**config.mk**
```make
export PLATFORM = sky130hd
export DESIGN_NAME = pmbus_alert_fault_responder
export DESIGN_NICKNAME = d
export VERILOG_FILES = /design/src/rtl/pmbus_pkg.sv /design/src/rtl/pec_crc8.sv /design/src/rtl/pmbus_alert_fault_responder.sv
export VERILOG_INCLUDE_DIRS = /design/src /design/src/rtl
export SDC_FILE = /design/constraint.sdc
export NUM_CORES = 1
export LEC_CHECK = 0
export BUFFER_PORTS_ARGS = -buffer_cell sky130_fd_sc_hd__buf_2
export CAP_MARGIN = 20
export CORE_MARGIN = 2
export CORE_UTILIZATION = 31
export DETAILED_ROUTE_END_ITERATION = 16
export PLACE_DENSITY = 0.5
export SKIP_CTS_REPAIR_TIMING = 1
export SYNTH_ARGS = -nofsm -noshare
export SYNTH_HDL_FRONTEND = slang
export SYNTH_SLANG_ARGS = --single-unit
```
**constraint.sdc**
```tcl
create_clock -name ref_clk -period 4.43 [get_ports ref_clk]
set_input_delay 0.886 -clock ref_clk [delete_from_list [all_inputs] [get_ports ref_clk]]
set_output_delay 0.886 -clock ref_clk [all_outputs]
set_load 0.02 [all_outputs]
```
**src/rtl/pmbus_responder_cfg.svh**
```systemverilog
// Constants of the supervisory bus target: addresses, command codes,
// local register map, status bit positions, reset values and timing.
// Assumes a single 20 MHz core clock.
`ifndef PMBUS_RESPONDER_CFG_SVH
`define PMBUS_RESPONDER_CFG_SVH

// Seven-bit bus addresses
`define CFG_ADDR_LOOP_MASTER 7'h24
`define CFG_ADDR_LOOP_SLAVE  7'h25
`define CFG_ADDR_ALERT_RESP  7'h0c

// Command codes
`define CFG_CMD_CLEAR_FAULTS 8'h03
`define CFG_CMD_STORE_ALL    8'h11
`define CFG_CMD_ALERT_MASK   8'h1b
`define CFG_CMD_OPTIONS      8'hd5

// Local register offsets
`define CFG_REG_OPTIONS      3'h0
`define CFG_REG_ALERT_MASK   3'h1
`define CFG_REG_TON_RESP     3'h2
`define CFG_REG_RAMP_TIME    3'h3
`define CFG_REG_STATUS       3'h4

// Status bit positions
`define CFG_ST_UV_WARN       0
`define CFG_ST_TON_MAX       1
`define CFG_ST_VIN_UVLO      2
`define CFG_ST_COMM_ERR      3

// Option bit positions
`define CFG_OPT_SELF_RELEASE 0

// Reset values
`define CFG_RST_SELF_RELEASE 1'b1
`define CFG_RST_ALERT_MASK   8'h00
`define CFG_RST_RAMP_US      16'h03e8

// Timing
`define CFG_CLK_NS           50
`define CFG_TICK_NS          1000
`define CFG_TICK_CYC         (`CFG_TICK_NS / `CFG_CLK_NS)
`define CFG_RETRY_RAMPS      7

`endif

```
**src/rtl/pmbus_pkg.sv**
```systemverilog
// Types shared by the supervisory bus target, its port checks and its bench.
// Constants live in the cfg header.
package pmbus_pkg;

    typedef enum logic [1:0] {RESP_LATCH, RESP_RESTART, RESP_IGNORE} fault_resp_e;

    typedef enum logic [2:0] {BUS_IDLE, BUS_RX, BUS_RX_ACK, BUS_TX, BUS_TX_ACK, BUS_IGNORE} bus_state_e;

    typedef enum logic [1:0] {PWR_RUN, PWR_LATCHED, PWR_RETRY} power_state_e;

    typedef struct packed {
        logic [2:0]  addr;
        logic [15:0] wdata;
        logic        wr;
        logic        rd;
    } reg_req_s;

    typedef struct packed {
        logic uv_warn;
        logic ton_max;
        logic vin_uvlo;
    } fault_det_s;

    typedef struct packed {
        logic [1:0]   scl_sync;
        logic [1:0]   sda_sync;
        logic [1:0]   strap_sync;
        logic         scl_q;
        logic         sda_q;
        logic [1:0]   strap_fill;
        logic         role_done;
        logic         role_slave;
        bus_state_e   bus;
        logic         addr_ph;
        logic [2:0]   bit_cnt;
        logic [7:0]   shreg;
        logic [1:0]   nbytes;
        logic [7:0]   cmd;
        logic [7:0]   data;
        logic [7:0]   crc;
        logic         wr_sel;
        logic         is_ara;
        logic         ack_on;
        logic         tx_first;
        logic         tx_cnt;
        logic         sda_drive;
        logic         self_rel;
        logic [7:0]   mask;
        fault_resp_e  ton_resp;
        logic [15:0]  ramp_us;
        logic [7:0]   status;
        logic         alert;
        power_state_e pwr;
        logic [4:0]   tick_div;
        logic [15:0]  us_cnt;
        logic [2:0]   ramp_cnt;
        logic         restart;
        logic         store;
        logic         fet_en;
        logic         pg;
        logic [15:0]  rdata;
    } core_s;

endpackage

```
**src/rtl/pec_crc8.sv**
```systemverilog
// One-byte update of the bus check byte, polynomial x^8+x^2+x+1.
// Purely combinational; the caller holds the running value.
`timescale 1ns/10ps
module pec_crc8 (
    // Running value and new byte
    input  wire logic [7:0] crc_in,
    input  wire logic [7:0] data_in,
    // Updated value
    output logic      [7:0] crc_out
);
    always_comb begin
        logic [7:0] c;
        c = crc_in ^ data_in;
        for (int i = 0; i < 8; i++) begin
            c = {c[6:0], 1'b0} ^ (c[7] ? 8'h07 : 8'h00);
        end
        crc_out = c;
    end
endmodule

```
**src/rtl/pmbus_alert_fault_responder.sv**
```systemverilog
// Supervisory bus target of a power converter: address match, optional
// check byte, alert line with alert-response read, and fault actions.
// Assumes bus pins and the role strap are asynchronous; fault detectors,
// ramp and power-ok inputs come from logic on ref_clk.
//
// Functional notes
// UV warning: keep switching, not in ramp, alert
// Turn-on timeout: latch, retry after seven ramps, ignore
// Works at 100 kHz and 400 kHz
// Never holds the bus clock low
// Check byte only when host clocks it
// Answers address 36 master or 37 slave
// Pulls shared alert line low on faults
// Alert response acked only while alerting
// Host reads alert response for address
// Lost arbitration on alert response backs off
// Host clears one-time event with clear-faults
// Standard mode: persisting fault re-sets after clear
// Standard mode: mask then clear releases alert
// Self-release mode default on, option bit selects
// Self-release after successful alert response read
// Store only on explicit store command
// Host sets same responses in both devices
// Clear-faults zeroes status and releases alert
// Alert mask command masks status bits
// Input UVLO: FETs off, alert, active in ramp
`timescale 1ns/10ps
`include "pmbus_responder_cfg.svh"
module pmbus_alert_fault_responder
    import pmbus_pkg::*;
(
    // Clock and reset
    input  wire logic       ref_clk,
    input  wire logic       rst,
    // Local register port
    input  wire reg_req_s   reg_req,
    output logic     [15:0] reg_rdata,
    // Bus pins
    input  wire logic       scl_i,
    input  wire logic       sda_i,
    output logic            sda_o,
    output logic            sda_oe,
    output logic            alert_n_o,
    output logic            alert_n_oe,
    // Role strap, low for loop master
    input  wire logic       role_strap,
    // Converter side
    input  wire fault_det_s fault_det,
    input  wire logic       ramp_active,
    input  wire logic       pg_ok,
    output logic            fet_enable,
    output logic            power_good_flag,
    output logic            soft_start_req,
    output logic            nvm_store_req
);

    localparam core_s CORE_RST = '{
        bus:      BUS_IDLE,
        pwr:      PWR_RUN,
        ton_resp: RESP_LATCH,
        self_rel: `CFG_RST_SELF_RELEASE,
        mask:     `CFG_RST_ALERT_MASK,
        ramp_us:  `CFG_RST_RAMP_US,
        scl_sync: 2'b11,
        sda_sync: 2'b11,
        scl_q:    1'b1,
        sda_q:    1'b1,
        default:  '0
    };

    core_s      q;
    core_s      d;
    logic [6:0] own_addr;
    logic [7:0] rx_byte;
    logic [7:0] tx_byte;
    logic [7:0] crc_rx;
    logic [7:0] crc_tx;
    logic       s_scl;
    logic       s_sda;
    logic       bus_start;
    logic       bus_stop;
    logic       scl_rise;
    logic       scl_fall;
    logic       tick;

    assign own_addr  = q.role_slave ? `CFG_ADDR_LOOP_SLAVE : `CFG_ADDR_LOOP_MASTER;
    assign s_scl     = q.scl_sync[1];
    assign s_sda     = q.sda_sync[1];
    assign rx_byte   = {q.shreg[6:0], s_sda};
    assign tx_byte   = {own_addr, 1'b0};
    // Sampling at 20 MHz leaves ten or more samples per 400 kHz clock half
    assign bus_start = q.scl_q & s_scl & q.sda_q & ~s_sda;
    assign bus_stop  = q.scl_q & s_scl & ~q.sda_q & s_sda;
    assign scl_rise  = ~q.scl_q & s_scl;
    assign scl_fall  = q.scl_q & ~s_scl;
    assign tick      = (q.tick_div == 5'(`CFG_TICK_CYC - 1));

    pec_crc8 u_crc_rx (
        .crc_in  (q.crc),
        .data_in (rx_byte),
        .crc_out (crc_rx)
    );

    pec_crc8 u_crc_tx (
        .crc_in  (q.crc),
        .data_in (tx_byte),
        .crc_out (crc_tx)
    );

    always_comb begin
        logic [7:0] set_bits;
        logic [7:0] kept;
        logic       clear_cmd;
        logic       ara_done;
        logic       cmd_ok;
        logic [1:0] len;
        set_bits  = 8'h00;
        kept      = 8'h00;
        clear_cmd = 1'b0;
        ara_done  = 1'b0;
        cmd_ok    = 1'b0;
        len       = 2'h0;
        d         = q;
        d.restart = 1'b0;
        d.store   = 1'b0;
        d.rdata   = 16'h0000;

        d.scl_sync   = {q.scl_sync[0], scl_i};
        d.sda_sync   = {q.sda_sync[0], sda_i};
        d.strap_sync = {q.strap_sync[0], role_strap};
        d.scl_q      = q.scl_sync[1];
        d.sda_q      = q.sda_sync[1];

        // Strap taken once, after the synchroniser has filled
        d.strap_fill = {q.strap_fill[0], 1'b1};
        if (q.strap_fill == 2'b11 && !q.role_done) begin
            d.role_slave = q.strap_sync[1];
            d.role_done  = 1'b1;
        end

        // Bus engine; clock is input only (see)
        if (bus_start) begin
            d.bus       = BUS_RX;
            d.addr_ph   = 1'b1;
            d.bit_cnt   = 3'h0;
            d.nbytes    = 2'h0;
            d.crc       = 8'h00;
            d.wr_sel    = 1'b0;
            d.is_ara    = 1'b0;
            d.ack_on    = 1'b0;
            d.tx_first  = 1'b0;
            d.sda_drive = 1'b0;
        end else if (bus_stop) begin
            if (q.wr_sel) begin
                case (q.cmd)
                    `CFG_CMD_CLEAR_FAULTS, `CFG_CMD_STORE_ALL: len = 2'h1;
                    `CFG_CMD_ALERT_MASK, `CFG_CMD_OPTIONS:     len = 2'h2;
                    default:                                   len = 2'h0;
                endcase
                // Trailing byte checked only if the host clocked it (see)
                cmd_ok = (len != 2'h0) && (q.nbytes == len || (q.nbytes == 2'(len + 2'h1) && q.crc == 8'h00));
                if (cmd_ok) begin
                    case (q.cmd)
                        `CFG_CMD_CLEAR_FAULTS: clear_cmd = 1'b1;
                        `CFG_CMD_STORE_ALL:    d.store = 1'b1;
                        `CFG_CMD_ALERT_MASK:   d.mask = q.data;
                        `CFG_CMD_OPTIONS:      d.self_rel = q.data[`CFG_OPT_SELF_RELEASE];
                        default: ;
                    endcase
                end else begin
                    set_bits[`CFG_ST_COMM_ERR] = 1'b1;
                end
            end
            d.bus       = BUS_IDLE;
            d.wr_sel    = 1'b0;
            d.is_ara    = 1'b0;
            d.sda_drive = 1'b0;
        end else begin
            case (q.bus)
                BUS_RX: begin
                    if (scl_rise) begin
                        d.shreg   = rx_byte;
                        d.bit_cnt = q.bit_cnt + 3'h1;
                        if (q.bit_cnt == 3'h7) begin
                            d.crc    = crc_rx;
                            d.bus    = BUS_RX_ACK;
                            d.ack_on = 1'b0;
                            if (q.addr_ph) begin
                                d.addr_ph = 1'b0;
                                if (rx_byte[7:1] == own_addr && !rx_byte[0]) begin
                                    d.wr_sel = 1'b1;
                                end else if (rx_byte[7:1] == `CFG_ADDR_ALERT_RESP && rx_byte[0] && q.alert) begin
                                    d.is_ara = 1'b1;
                                end else begin
                                    d.bus = BUS_IGNORE;
                                end
                            end else begin
                                if (q.nbytes == 2'h0) begin
                                    d.cmd = rx_byte;
                                end
                                if (q.nbytes == 2'h1) begin
                                    d.data = rx_byte;
                                end
                                if (q.nbytes != 2'h3) begin
                                    d.nbytes = q.nbytes + 2'h1;
                                end
                            end
                        end
                    end
                end
                BUS_RX_ACK: begin
                    if (scl_fall) begin
                        d.ack_on    = ~q.ack_on;
                        d.sda_drive = ~q.ack_on;
                        if (q.ack_on && q.is_ara) begin
                            d.bus       = BUS_TX;
                            d.shreg     = tx_byte;
                            d.crc       = crc_tx;
                            d.tx_cnt    = 1'b0;
                            d.sda_drive = ~tx_byte[7];
                        end else if (q.ack_on) begin
                            d.bus       = BUS_RX;
                        end
                    end
                end
                BUS_TX: begin
                    if (scl_rise) begin
                        // Released a one, line low: lower address wins
                        if (!q.sda_drive && !s_sda) begin
                            d.bus       = BUS_IGNORE;
                            d.sda_drive = 1'b0;
                        end else begin
                            d.bit_cnt = q.bit_cnt + 3'h1;
                        end
                    end else if (scl_fall) begin
                        if (q.tx_first) begin
                            d.tx_first  = 1'b0;
                            d.sda_drive = ~q.shreg[7];
                        end else if (q.bit_cnt == 3'h0) begin
                            d.sda_drive = 1'b0;
                            d.bus       = BUS_TX_ACK;
                        end else begin
                            d.shreg     = {q.shreg[6:0], 1'b0};
                            d.sda_drive = ~q.shreg[6];
                        end
                    end
                end
                BUS_TX_ACK: begin
                    if (scl_rise) begin
                        d.tx_cnt = 1'b1;
                        ara_done = ~q.tx_cnt;
                        // Host ack after the address asks for the check byte
                        if (!s_sda && !q.tx_cnt) begin
                            d.bus      = BUS_TX;
                            d.shreg    = q.crc;
                            d.tx_first = 1'b1;
                        end else begin
                            d.bus = BUS_IGNORE;
                        end
                    end
                end
                default: ;
            endcase
        end

        // After the bus so a same-cycle local write wins
        if (reg_req.wr) begin
            case (reg_req.addr)
                `CFG_REG_OPTIONS:    d.self_rel = reg_req.wdata[`CFG_OPT_SELF_RELEASE];
                `CFG_REG_ALERT_MASK: d.mask = reg_req.wdata[7:0];
                `CFG_REG_TON_RESP:   d.ton_resp = fault_resp_e'(reg_req.wdata[1:0]);
                `CFG_REG_RAMP_TIME:  d.ramp_us = reg_req.wdata;
                default: ;
            endcase
        end
        if (reg_req.rd) begin
            case (reg_req.addr)
                `CFG_REG_OPTIONS:    d.rdata = {15'h0000, q.self_rel};
                `CFG_REG_ALERT_MASK: d.rdata = {8'h00, q.mask};
                `CFG_REG_TON_RESP:   d.rdata = {14'h0000, q.ton_resp};
                `CFG_REG_RAMP_TIME:  d.rdata = q.ramp_us;
                `CFG_REG_STATUS:     d.rdata = {4'h0, q.pwr, q.role_slave, q.alert, q.status};
                default:             d.rdata = 16'h0000;
            endcase
        end

        // Fault capture; a set in the cycle of a clear survives it
        if (fault_det.uv_warn && !ramp_active) begin
            set_bits[`CFG_ST_UV_WARN] = 1'b1;
        end
        if (fault_det.ton_max) begin
            set_bits[`CFG_ST_TON_MAX] = 1'b1;
        end
        if (fault_det.vin_uvlo) begin
            set_bits[`CFG_ST_VIN_UVLO] = 1'b1;
        end
        kept     = q.status & ~{8{clear_cmd}};
        d.status = kept | set_bits;

        // Standard mode follows unmasked status; self-release latches new events
        if (!q.self_rel) begin
            d.alert = |(d.status & ~d.mask);
        end else begin
            d.alert = (q.alert & ~(clear_cmd | ara_done)) | (|(set_bits & ~kept & ~q.mask));
        end

        // Power stage sequencing
        d.tick_div = tick ? 5'h00 : q.tick_div + 5'h01;
        case (q.pwr)
            PWR_RUN: begin
                if (fault_det.ton_max) begin
                    case (q.ton_resp)
                        RESP_LATCH: d.pwr = PWR_LATCHED;
                        RESP_RESTART: begin
                            d.pwr      = PWR_RETRY;
                            d.us_cnt   = 16'h0000;
                            d.ramp_cnt = 3'h0;
                        end
                        default: ;
                    endcase
                end
            end
            PWR_RETRY: begin
                if (tick) begin
                    if (q.us_cnt + 16'h0001 >= q.ramp_us) begin
                        d.us_cnt = 16'h0000;
                        if (q.ramp_cnt == 3'(`CFG_RETRY_RAMPS - 1)) begin
                            d.pwr     = PWR_RUN;
                            d.restart = 1'b1;
                        end else begin
                            d.ramp_cnt = q.ramp_cnt + 3'h1;
                        end
                    end else begin
                        d.us_cnt = q.us_cnt + 16'h0001;
                    end
                end
            end
            PWR_LATCHED: ;
            default: d.pwr = PWR_RUN;
        endcase
        d.fet_en = (d.pwr == PWR_RUN) && !fault_det.vin_uvlo;
        d.pg     = pg_ok && d.fet_en && !d.status[`CFG_ST_UV_WARN]
                   && !d.status[`CFG_ST_TON_MAX] && !d.status[`CFG_ST_VIN_UVLO];
    end

    always_ff @(posedge ref_clk or posedge rst) begin
        if (rst) begin
            q <= CORE_RST;
        end else begin
            q <= d;
        end
    end

    assign reg_rdata       = q.rdata;
    assign sda_o           = 1'b0;
    assign sda_oe          = q.sda_drive;
    assign alert_n_o       = 1'b0;
    assign alert_n_oe      = q.alert;
    assign fet_enable      = q.fet_en;
    assign power_good_flag = q.pg;
    assign soft_start_req  = q.restart;
    assign nvm_store_req   = q.store;

endmodule

```
* Word level (Yosys, flattened, before mapping)
Cells that the tools add are included.
Word-level totals: bits in registers 141
Cells by class: add/subtract/negate cells 6, order comparisons 1, equality and inequality tests 61, multiplexer cells 140, bitwise logic cells 50, reductions and logical operators 73
Operators with widths (count):
- $xor A8 B8 Y8 | 17
- $mux W8 | 14
- $mux W3 | 33
- $pmux W16 S5 | 1
- $mux W16 | 3
- $mux W44 | 1
- $mux W1 | 42
- $mux W19 | 2
- $mux W38 | 1
- $pmux W19 S2 | 1
- $mux W18 | 2
- $mux W9 | 4
- $reduce_and A6 Y1 | 6
- $ne A3 B3 Y1 const B | 11
- $mux W2 | 16
- $not A8 Y8 | 4
- $pmux W8 S4 | 1
- $ne A2 B2 Y1 const B | 15
- $mux W29 | 1
- $mux W27 | 1
- $reduce_bool A3 Y1 | 9
- $ne A5 B5 Y1 const B | 5
- $and A8 B8 Y8 | 3
- $mux W20 | 1
- 53 further kinds | 137

* Depth between registers and ports, before layout
Gate-level depths: netlist (run 1).
word-level depth 23, mapped depth 14, depth with buffers taken out 14

* Hierarchy
Synthesis (run 1) repeated with hierarchy kept, for this count alone.
Second synthesis, totals: cells, all modules 838, area total of the unflattened synthesis 8107.8 µm²
By module, submodules not included:
- pmbus_alert_fault_responder | times used 1, cells an instance 796, area each 7739.9 µm², sequential area each 3544.6 µm²
- pec_crc8 | times used 2, cells an instance 21, area each 183.9 µm², sequential area each 0.0 µm²

* Worst setup path before layout (run 1)
OpenSTA, ideal clock, no wires.
path kind register -> register, from reg q[23] (netlist name), to reg q[25] (netlist name), arrival time 3.145 ns, slack 1.219 ns, stages on the path, launching flop included 14, buffers on the path 1, clock period less this slack 3.211 ns, path through dfrtp_1 ha_1 and3_1 nor2b_1 xnor2_1 ha_1 a2111oi_0 o21ai_0 a2111oi_0 o41ai_1 nand2_1 clkbuf_1 nand4_1 nand2_1
Between the ends: longest elaborated chain between the ends 5
RTL lines:
- start, declared | RTL line pmbus_alert_fault_responder.sv:71 | core_s q;
- start signal, assigned | RTL line pmbus_alert_fault_responder.sv:348 | q <= CORE_RST;
- start signal, assigned | RTL line pmbus_alert_fault_responder.sv:350 | q <= d;
- $add A16 B1 Y16 * | RTL line pmbus_alert_fault_responder.sv:325, pmbus_alert_fault_responder.sv:334
- $ge A16 B16 Y1 | RTL line pmbus_alert_fault_responder.sv:325 | if (q.us_cnt + 16'h0001 >= q.ramp_us) begin
- $mux W16 * | RTL line pmbus_alert_fault_responder.sv:325
- $mux W20 * | RTL line pmbus_alert_fault_responder.sv:324 | if (tick) begin
- $pmux W19 S2 * | RTL line pmbus_alert_fault_responder.sv:309 | case (q.pwr)
Mark *: on every way between the ends. The rest lies on a longest branch, timed or not. The select of a mux whose other input is x is not followed. A chain may end at the register's enable or synchronous reset.

* Worst setup path after layout (run 1)
from reg q[25] (netlist name), to reg q[24] (netlist name)
Between the ends: longest elaborated chain between the ends 5
RTL lines (RTL line):
- $add A16 B1 Y16 | pmbus_alert_fault_responder.sv:325
- $ge A16 B16 Y1 | pmbus_alert_fault_responder.sv:325
- $mux W16 | pmbus_alert_fault_responder.sv:325
- $mux W20 | pmbus_alert_fault_responder.sv:324
- $pmux W19 S2 | pmbus_alert_fault_responder.sv:309
No other way between the ends. The select of a mux whose other input is x is not followed.

==> results.txt, run 1 <==
Ant diodes: 0
Max_cap viols: 0
Maximum fanout along the worst path: 15
Vias in the first global route: 6003
CTS sink count: 141
Layout area overhead: 14.13%
Count of input and output buffers: 52
# H-tree levels: 4
CTS buffer count: 17
CP required: 4.76 ns
Crit path largest cell delay: 0.54 ns
Die height: 163.9 µm
Sum Neg Setup Slack: 0 ns
CP Class: flop to flop
Largest net degree at the start of global routing: 82
Clock Pin Slew Worst Setup and Hold Paths: 0.06 ns
LEAKAGE: 0.004145 µW
Initial antenna violation count: 0
Layout cells sized above 1: 17.79%
Synthesis Warnings: 0
Final period util: 85.27%
Relative slew slack: 36.36%
Max Buffers Root-to-Sink: 2
Die width: 163.9 µm
Worst ir drop on vdd: 0.0002990 V
Final period demand of the worst path: 3.778 ns
Post-Syn Area: 0.007923 mm²
Post-layout nets: 911
Avg Cell Area, Syn: 9.662 µm²
Cell Chain, Critical Path: nand3_1, nor2_1, and3_1, nor2b_1, xnor2_1, ha_1, a2111oi_0, o21ai_0, a2111oi_0, o41ai_1, nand2_1, nand3_1, o21ai_0
WL per Instance: 17.17 µm
Setup crit end kind: flop
Worst path arrival time: 4.11 ns
Post-layout util: 36.01%
Commonest cells after routing, fill and taps aside: 128 x dfrtp_1, 91 x nand2_1, 54 x inv_1, 54 x nor2_1, 52 x buf_2
Asr flop ratio synth: 100.0%
# rows: 58
Post-synthesis register bit count: 141
DR DRC count: 0
Die area: 0.02685 mm²
Fmax: 0.2647 GHz
Sequential area share after synthesis: 44.74%
Post-synth EDFFs: 0
Worst-Margin Slew: 0.9512 ns
Setup crit start kind: flop
Pwr Density: 538.0 mW/mm²
Cell variety after synth: 74
Iteration count of the initial detailed-routing pass: 5
Core area: 0.02511 mm²
Highest Signal Layer: met4
Number of I/O pins: 55
Via count: 6002
Status: finished, final reports clean
Initial Utilization: 31.55%
First-pass GRT wire length: 33600 µm
WL met3: 781 µm
Final-report setup violation count: 0
Routability cong.: 0.8099
Largest delay share family, worst path: compound AO/OA/AOI/OAI gates
DR iter-0 viols: 340
Root buffer cell: clkbuf_16
Skew final: 0.01220 ns
Dominant synthesized flop cell: dfrtp_1
Vias/cell: 5.044
Final Hold Viols: 0
Met1 WL: 10250 µm
Worst Hold Class: flop to flop
Hpwl dp: 14720 µm
Routed WL: 20430 µm
TritonCTS clock tree: done
Most common cell after layout, fill and taps aside: dfrtp_1
GRT Util Overall: 16.07%
Routed Antenna Nets: 0
Global route overflow: 0
Clock Latency Late Sink: 0.42 ns
Worst path slowest cell: a2111oi_0
Metal2 WL: 9198 µm
Post-Synthesis Cells: 820
RSZ-0062 raised after global routing: false
Worst Path Buf+Inv: 0
Max-slew violations: 0
-- where the power goes --
| group | switching, µW | leakage, µW | internal (µW) |
|---|---|---|---|
| clock network | 565 | 0.000305 | 975 |
| registers | 325 | 0.00178 | 1520 |
| logic | 859 | 0.00206 | 620 |
| total | 1750 | 0.00415 | 3120 |
-- stage by stage --
step	setup slack [ns]	cell area, µm²	power (µW)	hold slack [ns]	cells
6_report	0.6524	9042	4865	0.3494	1190
5_1_grt	0.2738	9042	5172	0.3532	1190
4_1_cts	0.6362	9042	4907	0.3526	1190
3_5_place_dp	0.6638	8414	3330	0.3379	1158
3_3_place_gp	0.8116	8414	3336	0.3364	1158
2_1_floorplan	1.219	7930	2931	0.3312	821
-- final timing paths --
| kind | from | endpoint | slack (ns) | depth (start not counted) |
|---|---|---|---|---|
| worst max-delay path | q[25] | q[24] | 0.65 | 13 |
| max in group asynchronous | rst | q[64] | 2.97 | 3 |
| worst max register to register | q[25] | q[24] | 0.65 | 13 |
| worst min register to register | d[136] | q[136] | 0.35 | 0 |
| worst min-delay path | d[136] | q[136] | 0.35 | 0 |
| min in group asynchronous | rst | q[112] | 0.56 | 2 |
-- synthesized netlist by cell type, types with 12 or more instances --
cell type  count  area share [%]
dfrtp_1      128              40
nand2_1       91             4.3
inv_1         55             2.6
nor2_1        54             2.6
a21oi_1       50             3.2
ha_1          33             5.2
mux2_2        33             4.7
o21ai_0       33             2.1
clkbuf_1      32             1.5
xnor2_1       32             3.5
nand3_1       22             1.4
mux2i_1       20             2.5
buf_4         18             1.7
nand4_1       17             1.3
nor3_1        16             1.0
dfstp_2       13             4.3
xor2_1        13             1.4
a22oi_1       12             1.1
nand2b_1      12            0.95
-- worst reg2reg max path: stages (launching register included) --
cell,delay (ns)
dfrtp_1,0.42
nand3_1,0.11
nor2_1,0.19
and3_1,0.25
nor2b_1,0.19
xnor2_1,0.16
ha_1,0.28
a2111oi_0,0.54
o21ai_0,0.16
a2111oi_0,0.35
o41ai_1,0.21
nand2_1,0.46
nand3_1,0.17
o21ai_0,0.19
-- registers in the layout (all words and copies together) (netlist names) --
name and flops:
alert_n_oe 1, d 6, fet_enable 1, nvm_store_req 1, power_good_flag 1, q 113, reg_rdata 16, sda_oe 1
soft_start_req 1
-- cell families after synthesis --
group                    synth area share [%]
XOR/XNOR                                5.180
flip-flops                              44.74
AND/OR/NAND/NOR                         17.20
buffers and inverters                   5.938
AO/OA/AOI/OAI                           14.42
multiplexers                            7.217
other                                 0.09479
adder cells (fa/ha/maj)                 5.212
-- area by class of cell --
type	instances	area, µm²
fill	2569	16070
multi-input combinational	573	3921
sequential	141	3545
clock buffer	22	464.2
tap	330	412.9
timing repair buffer	59	325.3
inverter	55	210.2
clock inverter	10	163.9
-- per-layer routing --
layer	vias to the layer above	global-route usage, %
met5	-	0
met4	0	4.226
met3	18	2.727
met2	130	24.87
met1	2932	23.22
li1	2922	-
(Power assumes the default switching activity.)
==> run 2, diff against run 1 <==
- CORE_MARGIN: 2 -> 10
==> run 2 against run 1 <==
Net effect: sequential power about the same; register-to-register slack better by 0.05 ns; maximum frequency is 1.2% higher; clock power fell by 3%; largest power group unchanged; highest routed layer is now met5.
==> results.txt, run 2 (synthesized netlist as in run 1, its figures left out) <==
Status: finished, final reports clean
Skew final: 0.01672 ns
LEAKAGE: 0.004131 µW
Layout cells sized above 1: 18.14%
RSZ-0062 raised after global routing: false
Hold path cells: 0
GRT Util Overall: 12.99%
Global route overflow: 0
Die width: 179.9 µm
CTS buffer count: 17
Hold WS: 0.3481 ns
Reg2reg path depth: 14
Post-layout nets: 911
Max Buffers Root-to-Sink: 2
Crit path largest cell delay: 0.55 ns
Fmax: 0.2679 GHz
Routed Antenna Nets: 0
Via count: 5965
Worst path arrival time: 4.03 ns
Cell Chain, Critical Path: nand3_1, nor2_1, and3_1, nor2b_1, xnor2_1, ha_1, a2111oi_0, o21ai_0, a2111oi_0, o41ai_1, nand3_1, nor2_1, a211oi_1, nor3b_1
Iteration count of the initial detailed-routing pass: 5
Relative slew slack: 38.83%
Initial antenna violation count: 2
Routability cong.: 0.8344
Vias/cell: 5.008
TritonCTS clock tree: done
Worst path slowest cell: a2111oi_0
Initial Utilization: 31.46%
Layout area overhead: 13.96%
CP Class: flop to flop
Setup crit start kind: flop
Largest Register: q
Worst Hold Class: flop to flop
Routed WL: 20730 µm
Max-slew violations: 0
Filler instances: 2563
Final period demand of the worst path: 3.732 ns
Die area: 0.03235 mm²
Max FFs per register: 113
CP required: 4.73 ns
Largest net degree at the start of global routing: 142
Worst Path Buf+Inv: 0
Max_cap viols: 0
Hpwl dp: 14760 µm
Worst-Margin Slew: 0.9142 ns
DR DRC count: 0
Commonest cells after routing, fill and taps aside: 128 x dfrtp_1, 90 x nand2_1, 54 x inv_1, 54 x nor2_1, 52 x buf_2
Clock Latency Late Sink: 0.43 ns
Sum Neg Setup Slack: 0 ns
Vias in the first global route: 6164
WL per Instance: 17.41 µm
Die height: 179.9 µm
Count of input and output buffers: 52
Clock Pin Slew Worst Setup and Hold Paths: 0.06 ns
Most common cell after layout, fill and taps aside: dfrtp_1
Number of I/O pins: 55
Final Hold Viols: 0
# H-tree levels: 4
Final period util: 84.25%
CTS sink count: 141
Root buffer cell: clkbuf_16
Core area: 0.02518 mm²
First-pass GRT wire length: 34390 µm
Setup crit end kind: flop
Worst ir drop on vdd: 0.0002338 V
# rows: 58
Pwr Density: 533.8 mW/mm²
Final-report setup violation count: 0
DR iter-0 viols: 441
CP Depth: 14
Maximum fanout along the worst path: 5
Largest delay share family, worst path: compound AO/OA/AOI/OAI gates
==> run 2: layout make-up <==
| class | count | area, µm² | share of cell area, % |
|---|---|---|---|
| clock inverter | 13 | 166.4 | 1.843 |
| sequential | 141 | 3545 | 39.26 |
| multi-input combinational | 573 | 3924 | 43.46 |
| tap | 330 | 412.9 | 4.573 |
| timing repair buffer | 59 | 325.3 | 3.603 |
| inverter | 55 | 210.2 | 2.328 |
| antenna | 1 | 2.502 | 0.02772 |
| clock buffer | 19 | 442.9 | 4.906 |
==> run 2: final timing paths <==
path | startpoint | to | slack, ns
worst max-delay path | q[25] | power_good_flag | 0.70
worst min-delay path | d[136] | q[136] | 0.35
worst max register to register | q[25] | power_good_flag | 0.70
worst min register to register | d[136] | q[136] | 0.35
max in group asynchronous | rst | q[70] | 3.17
min in group asynchronous | rst | reg_rdata[6] | 0.67
==> run 2: routing by layer <==
layer  global-route usage [%]  wire [µm]  share of wire [%]
met1                    18.01      10330                 50
met3                    3.173        916                4.4
met4                    4.367        333                1.6
met2                    19.27       9138                 44
met5                        0         13              0.063
==> run 2: worst reg2reg max path: stages, from the launching register on <==
cell and delay, ns:
dfrtp_1 0.42, nand3_1 0.12, nor2_1 0.18, and3_1 0.25, nor2b_1 0.18, xnor2_1 0.16
ha_1 0.27, a2111oi_0 0.55, o21ai_0 0.17, a2111oi_0 0.40, o41ai_1 0.25, nand3_1 0.13
nor2_1 0.05, a211oi_1 0.37, nor3b_1 0.11
==> run 2: per-stage QoR <==
step	utilization [%]	cells	total power [µW]	area [µm²]	setup WS, ns
global placement	33.41	1158	3341	8414	0.7525
detailed placement	33.41	1158	3335	8414	0.6611
CTS	35.83	1190	4867	9024	0.5731
floorplan	-	821	2931	7930	1.219
global route	35.84	1190	5165	9026	0.07936
finish	35.85	1191	4820	9029	0.6976
==> run 2: power by group <==
group | switching, µW | total, µW | internal, µW | leakage, µW
logic | 861 | 1490 | 625 | 0.00206
clock network | 586 | 1490 | 904 | 0.000290
registers | 322 | 1840 | 1520 | 0.00178
total | 1770 | 4820 | 3050 | 0.00413
